===== src/gauge_port_pkg.sv =====
// Shared constants for the gauge driver serial port
package gauge_port_pkg;
  localparam int WORD_BITS     = 16;           // Serial word length
  localparam int ADDR_MSB      = 15;           // Destination field top bit
  localparam int ADDR_LSB      = 13;           // Destination field low bit
  localparam int ADDR_BITS     = 3;
  localparam int NUM_REGS      = 8;
  localparam int CNT_BITS      = 12;           // Frame bit counter width
  localparam int CLK_MHZ       = 100;          // Local clock rate
  localparam real CS_GAP_US    = 5.0;          // Least chip-select high time
  localparam int CS_GAP_CYC    = int'(CS_GAP_US * CLK_MHZ);  // Whole cycles; a real cast rounds, never truncates
  localparam int SCK_HALF_CYC  = 50;           // Master clock phase timer reload; each phase lasts 51 cycles, about 0.98 MHz
  localparam real CAL_PULSE_US = 8.0;          // Calibration low pulse
  localparam int CAL_PULSE_CYC = int'(CAL_PULSE_US * CLK_MHZ);
  localparam int CAL_BIT       = 3;            // calibrate_request_bit in config word
  localparam int TRIM_BIT      = 4;            // clock_trim_select_bit in config word
  localparam logic [2:0] ADDR_CONFIG = 3'h0;   // power_enable_calib_config_word
  localparam logic [15:0] STATUS_RST = 16'h0000;
  localparam logic [15:0] REG_RST    = 16'h0000;
  localparam int FIFO_DEPTH    = 32;
endpackage : gauge_port_pkg


===== src/gauge_link_if.sv =====
// Serial link between master and gauge driver port
`timescale 1ns/1ps
interface gauge_link_if;
  logic cs_n;      // Chip select, low active
  logic sclk;      // Serial clock from the master
  logic si;        // Master to device data
  logic so_o;      // Device output value
  logic so_oe;     // Device output enable
  logic rst_pin_n; // Device reset pin, low active
  modport device (input cs_n, input sclk, input si, input rst_pin_n, output so_o, output so_oe);
  modport master (output cs_n, output sclk, output si, output rst_pin_n, input so_o, input so_oe);
endinterface : gauge_link_if


===== src/gauge_port_device.sv =====
// Device end: serial slave port with word latching and status return
`timescale 1ns/1ps
module gauge_port_device
  import gauge_port_pkg::*;
(
  input  wire logic                  clock,
  input  wire logic                  rst_n,
  gauge_link_if.device               link,
  input  wire logic [WORD_BITS-1:0]  status_word,
  output logic [WORD_BITS-1:0]       config_word,
  output logic                       word_valid,
  output logic [WORD_BITS-1:0]       word_data,
  input  wire logic                  word_ready,
  output logic                       calib_active,
  output logic [15:0]                calib_cycles
);
  // Three-stage synchronisers; the first stage feeds only the second
  logic [2:0] cs_s_r, sck_s_r, si_s_r, rp_s_r;
  logic       cs_q_r, sck_q_r, rp_q_r;
  always_ff @(posedge clock) begin
    cs_s_r  <= {cs_s_r[1:0], link.cs_n};
    sck_s_r <= {sck_s_r[1:0], link.sclk};
    si_s_r  <= {si_s_r[1:0], link.si};
    rp_s_r  <= {rp_s_r[1:0], link.rst_pin_n};
  end

  // Filtered levels change only when stages two and three agree
  wire cs_agree  = (cs_s_r[1] == cs_s_r[2]);
  wire sck_agree = (sck_s_r[1] == sck_s_r[2]);
  wire rp_agree  = (rp_s_r[1] == rp_s_r[2]);
  always_ff @(posedge clock) begin
    if (!rst_n) begin
      cs_q_r  <= 1'b1;
      sck_q_r <= 1'b0;
      rp_q_r  <= 1'b1;
    end else begin
      if (cs_agree) cs_q_r <= cs_s_r[2];
      if (sck_agree) sck_q_r <= sck_s_r[2];
      if (rp_agree) rp_q_r <= rp_s_r[2];
    end
  end

  // Pin reset and local reset act alike on all port state past the filters; the pin is filtered like the link
  wire  rp_now   = rp_agree ? rp_s_r[2] : rp_q_r;
  wire  port_rst = !rst_n || !rp_now;
  wire  cs_now   = cs_agree ? cs_s_r[2] : cs_q_r;
  // Edges come from sampled levels, so each link clock phase must last at least two local cycles
  wire  sck_now  = sck_agree ? sck_s_r[2] : sck_q_r;
  wire  active   = !cs_now;
  wire  sck_fall = active && sck_q_r && !sck_now;
  wire  sck_rise = active && !sck_q_r && sck_now;
  wire  cs_fall  = cs_q_r && !cs_now;
  wire  cs_rise  = !cs_q_r && cs_now;

  logic [WORD_BITS-1:0] in_sr_r, out_sr_r;
  logic [CNT_BITS-1:0]  bits_r;
  logic                 first_rise_r, so_r, so_oe_r;
  logic [WORD_BITS-1:0] regs_r [NUM_REGS];
  logic                 cal_armed_r;
  logic [15:0]          cal_cnt_r;

  // Receive shifter, most significant bit enters first
  wire [WORD_BITS-1:0] in_sr_nxt = {in_sr_r[WORD_BITS-2:0], si_s_r[2]};
  wire                 whole     = (bits_r != '0) && (bits_r[3:0] == 4'h0);
  wire [ADDR_BITS-1:0] dest      = in_sr_r[ADDR_MSB:ADDR_LSB];
  // A latched config word with the request bit arms calibration
  wire                 cal_req   = (dest == ADDR_CONFIG) && in_sr_r[CAL_BIT];
  // Words after the status word come from the receive shifter: FIFO daisy chain
  wire [WORD_BITS-1:0] out_load  = first_rise_r ? status_word : in_sr_r;

  always_ff @(posedge clock) begin
    if (port_rst || cs_fall) begin
      bits_r       <= '0;
      first_rise_r <= 1'b1;
      if (port_rst) in_sr_r <= '0;
    end else if (sck_fall) begin
      in_sr_r <= in_sr_nxt;
      bits_r  <= bits_r + 1'b1;
    end else if (sck_rise) begin
      first_rise_r <= 1'b0;
    end
  end

  // Output shifter reloads every sixteen rising edges
  always_ff @(posedge clock) begin
    if (port_rst) begin
      out_sr_r <= STATUS_RST;
      so_r     <= 1'b0;
    end else if (sck_rise) begin
      if (bits_r[3:0] == 4'h0) begin
        so_r     <= out_load[WORD_BITS-1];
        out_sr_r <= {out_load[WORD_BITS-2:0], 1'b0};
      end else begin
        so_r     <= out_sr_r[WORD_BITS-1];
        out_sr_r <= {out_sr_r[WORD_BITS-2:0], 1'b0};
      end
    end
  end

  // Output enable follows filtered chip select
  always_ff @(posedge clock) begin
    if (port_rst) so_oe_r <= 1'b0;
    else          so_oe_r <= active;
  end
  assign link.so_o  = so_r;
  assign link.so_oe = so_oe_r;

  // Register file latched on chip select rise; bad frames leave it alone
  always_ff @(posedge clock) begin
    if (port_rst) begin
      for (int i = 0; i < NUM_REGS; i++) regs_r[i] <= REG_RST;
    end else if (cs_rise && whole && !cal_armed_r) begin
      regs_r[dest] <= in_sr_r;
    end
  end
  assign config_word = regs_r[ADDR_CONFIG];

  // Calibration: the next chip-select low pulse is measured in local cycles
  always_ff @(posedge clock) begin
    if (port_rst) begin
      cal_armed_r  <= 1'b0;
      calib_active <= 1'b0;
      calib_cycles <= '0;
      cal_cnt_r    <= '0;
    end else if (cs_rise && whole && cal_req && !cal_armed_r) begin
      cal_armed_r <= 1'b1;
    end else if (cal_armed_r && cs_fall) begin
      calib_active <= 1'b1;
      cal_cnt_r    <= 16'h0001;                                     // The fall cycle itself counts
    end else if (calib_active && cs_rise) begin
      calib_active <= 1'b0;
      cal_armed_r  <= 1'b0;
      calib_cycles <= cal_cnt_r;
    end else if (calib_active) begin
      cal_cnt_r <= cal_cnt_r + 1'b1;
    end
  end

  // Handshake toward the oscillator domain: hold word until taken
  always_ff @(posedge clock) begin
    if (port_rst) begin
      word_valid <= 1'b0;
      word_data  <= '0;
    end else if (cs_rise && whole && !cal_armed_r) begin
      word_valid <= 1'b1;
      word_data  <= in_sr_r;
    end else if (word_ready) begin
      word_valid <= 1'b0;
    end
  end
endmodule : gauge_port_device


===== src/flat_wrapper.sv =====
// flat-port wrapper written by rule: the top's interface ports become plain ports
module gauge_port_device_flat import gauge_port_pkg::*;
  (clock, rst_n, status_word, config_word, word_valid, word_data, word_ready, calib_active, calib_cycles, link_cs_n, link_sclk, link_si, link_rst_pin_n, link_so_o, link_so_oe);
  gauge_link_if link_i ();
  input  wire logic clock;
  input  wire logic rst_n;
  input  wire logic [WORD_BITS-1:0] status_word;
  output logic [WORD_BITS-1:0] config_word;
  output logic word_valid;
  output logic [WORD_BITS-1:0] word_data;
  input  wire logic word_ready;
  output logic calib_active;
  output logic [15:0] calib_cycles;
  input wire logic [$bits(link_i.cs_n)-1:0] link_cs_n;
  input wire logic [$bits(link_i.sclk)-1:0] link_sclk;
  input wire logic [$bits(link_i.si)-1:0] link_si;
  input wire logic [$bits(link_i.rst_pin_n)-1:0] link_rst_pin_n;
  output wire logic [$bits(link_i.so_o)-1:0] link_so_o;
  output wire logic [$bits(link_i.so_oe)-1:0] link_so_oe;
  assign link_i.cs_n = link_cs_n;
  assign link_i.sclk = link_sclk;
  assign link_i.si = link_si;
  assign link_i.rst_pin_n = link_rst_pin_n;
  assign link_so_o = link_i.so_o;
  assign link_so_oe = link_i.so_oe;
  gauge_port_device u_core (.clock(clock), .rst_n(rst_n), .link(link_i), .status_word(status_word), .config_word(config_word), .word_valid(word_valid), .word_data(word_data), .word_ready(word_ready), .calib_active(calib_active), .calib_cycles(calib_cycles));
endmodule

===== config.mk =====
export PLATFORM = sky130hd
export DESIGN_NAME = gauge_port_device_flat
export DESIGN_NICKNAME = d
export VERILOG_FILES = /design/src/gauge_port_pkg.sv /design/src/gauge_link_if.sv /design/src/gauge_port_device.sv /design/src/flat_wrapper.sv
export SDC_FILE = /design/constraint.sdc
export NUM_CORES = 1
export LEC_CHECK = 0
export BUFFER_PORTS_ARGS = -buffer_cell sky130_fd_sc_hd__buf_2
export CORE_UTILIZATION = 45
export DETAILED_ROUTE_END_ITERATION = 10
export PLACE_DENSITY = 0.63
export SKIP_CTS_REPAIR_TIMING = 1
export SLEW_MARGIN = 20
export SYNTH_ARGS = -nofsm -noshare
export SYNTH_HDL_FRONTEND = slang
export SYNTH_SLANG_ARGS = --single-unit

===== constraint.sdc =====
create_clock -name clock -period 5.9 [get_ports clock]
set_input_delay 1.77 -clock clock [delete_from_list [all_inputs] [get_ports clock]]
set_output_delay 1.77 -clock clock [all_outputs]
set_load 0.01 [all_outputs]

==> key figures <==
Synth
  – XOR/XNOR Fraction of Synth Area: 0.0167
  – Post-Syn Instances: 523
  – Area leader, netlist: dfxtp_1
  – Largest family of logic cells by synthesized area: simple AND/OR/NAND/NOR gates
  – Synth Area per Inst: roughly 10 um^2
  – Yosys warnings: 0
  – Sequential share of the synthesized area: 0.549
  – Post-synthesis mux area share: 0.0632
  – Adder-cell share of the synthesized area: 0.0110
  – Simple-gate area share of the yosys netlist: 0.200
  – Post-synthesis compound-gate area fraction: 0.129
  – Synth Register Bits: ~130
  – Mapped Area: 0.00525 mm^2
  – Number of synthesized flops with an enable pin: 32
  – Synth area leaders: dfxtp_1, edfxtp_1, mux2i_1
  – Top-area cell type share of the netlist area: 0.366
  – Asr flop ratio synth: 0
  – Top FF cell, synth: dfxtp_1
  – Yosys cell types: 54

Pwr
  – Flop pwr share: 0.468
  – Comb power frac: 0.034
  – Sw Pwr: approximately 420 uW
  – Peak VDD IR: approximately 0.17 mV
  – Internal: 1600 uW
  – Clk network pwr share: 0.498
  – P per Cell Area: between 300 and 400 mW/mm^2
  – Sw frac: 0.209
  – P_leak: approximately 0.0025 uW

GRT
  – Vias in the first global route: roughly 3700
  – First-pass GRT wire length: 18400 um
  – GR Overflow Total: 0
  – Largest net degree at the start of global routing: roughly 60
  – GRT Total Usage: 0.202
  – Initial antenna violation count: 0

Floorplan
  – Die W: between 100 and 150 um
  – Core Region: 0.0114 mm^2
  – Starting Density: 0.461
  – Die area: between 0.01 and 0.015 mm^2
  – Die Ht: around 110 um
  – FP Rows: 39
  – I/O pin count: 75

Routing
  – Vias per inst: between 5 and 6
  – First drt pass iteration count: 4
  – WL/cell: about 16 um
  – Vias: about 4100
  – DRC viols: 0
  – Total length of routed wires: 11700 um
  – Routed Antenna Nets: 0
  – DR iter-0 viols: 290

Clocking
  – Clock sink total: 128
  – CTS Buffer Depth: 2
  – Clk Latency, worst-skew pair: between 0.4 and 0.5 ns
  – Num CTS Buffers: 17
  – CTS tree: built
  – Worst-path clk slew: roughly 0.050 ns
  – Root Buffer: clkbuf_16
  – H-tree Lvls: 4

Setup path
  – Critical Path AT: approximately 3.4 ns
  – Critical path's slowest cell: a21oi_1
  – Critical path class: in2reg
  – Worst setup EP type: register
  – Worst-path maximum fanout: 60
  – Crit-path cells: buf_2, nand2_4, a21oi_1, and2_1
  – Critical Path Max Stage Delay: approximately 0.86 ns
  – Crit path launch type: primary input
  – Critical Path RT: roughly 6 ns
  – Critical path's top delay family: compound AO/OA/AOI/OAI gates
  – Crit path buf inv count: 1

Timing
  – Final worst-path cycle share: 0.526
  – Clock Skew: roughly 0.0094 ns
  – RSZ-0062 raised after global routing: no
  – Final TNS setup: 0 ns
  – Hold Fails Final Rpt: 0
  – Worst Max-Slew Pin Slew: 1.02 ns
  – Final slew viol count: 0
  – Relative slew slack: 0.319
  – Max Freq: 0.322 GHz
  – Final setup vio count: 0
  – Post-layout min period: ~3.1 ns

Cells and area
  – Fin nets: 615
  – Total inserted antenna cells: 0
  – Area grow syn2layout: 19.6%
  – Layout cells sized above 1: 0.188
  – Post-route cell area: about 0.0063 mm^2

Run
  – Maximum Capacitance Violations: 0

Place
  – Detailed Place HPWL: around 7800 um
  – DP Area: between 0.005 and 0.006 mm^2
  – Port-buffer cells: between 70 and 80
  – Final GP Congestion: 0.761

Min path
  – Worst min-delay path category: reg2reg

Run status
  – Status: complete, no violations
-- synth_stat cells, types with 2 or more instances --
cell and instances:
edfxtp_1 32, a311oi_1 2, maj3_1 2, or4b_2 2, o31ai_1 3, nand3_1 11
buf_1 2, nand2_1 55, clkbuf_1 22, nand3b_1 13, a21oi_1 50, and4_1 2
nor3b_1 3, and3_1 2, or3_1 11, nor2_1 35, dfxtp_1 96, xnor2_1 10
o211ai_1 16, mux2i_1 32, and2_1 32, buf_2 6, nor4_1 5, nand4b_1 2
or4_1 6, a21o_1 2, inv_1 9, nor4bb_1 2, ha_1 3, o21ai_0 26
nand4_1 5, o41ai_1 2
-- power by group through the flow --
| stage | clock network, uW | logic [uW] | registers, uW |
|---|---|---|---|
| after floorplan | 0 | 43.5 | 959 |
| after global placement | 0 | 68.7 | 967 |
| after detailed placement | 0 | 69.6 | 967 |
| after CTS | 1020 | 69.8 | 949 |
| after global routing | 1070 | 78.1 | 951 |
| final | 1010 | 69.1 | 949 |
-- metal layers --
metal / share of wire / wire length [um] / GRT usage
met4: 0.015 / 174 / 0.0876
met3: 0.051 / 595 / 0.0459
met5: 0 / 0 / 0
met1: 0.47 / 5510 / 0.267
met2: 0.46 / 5450 / 0.316
-- final cells by class --
type / instances / area (um^2)
fill: 1021 / 5090
sequential: 128 / 2880
multi-input combinational: 357 / 2220
clock buffer: 26 / 489
timing repair buffer: 76 / 385
tap: 143 / 179
clock inverter: 6 / 82.6
inverter: 9 / 33.8
-- final timing paths --
path / to / cells past startpoint / slack, ns / startpoint
setup / recovery: u_core.in_sr_r[5]$_SDFFCE_PP0P_ / 4 / 2.80 / rst_n
hold / removal: u_core.rp_s_r[1]$_DFF_P_ / 0 / 0.32 / u_core.rp_s_r[0]$_DFF_P_
setup reg to reg: u_core.regs_r[0][4]$_SDFFCE_PN0P_ / 7 / 2.95 / u_core.bits_r[0]$_SDFFE_PP0P_
hold reg to reg: u_core.rp_s_r[1]$_DFF_P_ / 0 / 0.32 / u_core.rp_s_r[0]$_DFF_P_
-- stage by stage --
| stage | hold slack [ns] | total power [uW] | util | setup WS, ns | cells |
|---|---|---|---|---|---|
| final | 0.323 | 2030 | 0.552 | 2.80 | 745 |
| after detailed placement | 0.313 | 1040 | 0.501 | 1.93 | 713 |
| after floorplan | 0.310 | 1000 | - | 2.96 | 525 |
| after CTS | 0.325 | 2040 | 0.551 | 2.34 | 745 |
| after global routing | 0.333 | 2100 | 0.552 | 2.57 | 745 |
| after global placement | 0.311 | 1040 | 0.501 | 2.01 | 713 |
-- flip-flops by register name, summed over array words and instances, names as in the netlist, 3 cells and up --
register / count
u_core.bits_r: 12
u_core.cal_cnt_r: 16
u_core.sck_s_r: 3
u_core.word_data: 16
u_core.regs_r: 16
u_core.si_s_r: 3
u_core.cs_s_r: 3
u_core.out_sr_r: 15
u_core.calib_cycles: 16
u_core.in_sr_r: 16
u_core.rp_s_r: 3
-- placed cells by master (no fill, tap or decap), drive strengths merged, types with 26 or more instances in the layout --
cell type,count
a21oi,50
and2,32
buf,76
clkbuf,26
dfxtp,96
edfxtp,32
mux2i,32
nand2,55
nor2,35
o21ai,26
-- cells by family (layout without fill, tap and decap cells) --
logic type / after synthesis / count (layout)
adder cells (fa/ha/maj): 5 / 5
AND/OR/NAND/NOR: 194 / 194
other: 1 / 3
XOR/XNOR: 10 / 10
multiplexers: 33 / 33
flip-flops: 128 / 128
AO/OA/AOI/OAI: 112 / 112
buffers and inverters: 40 / 117
Note: power is estimated with default switching activity, not from simulation.
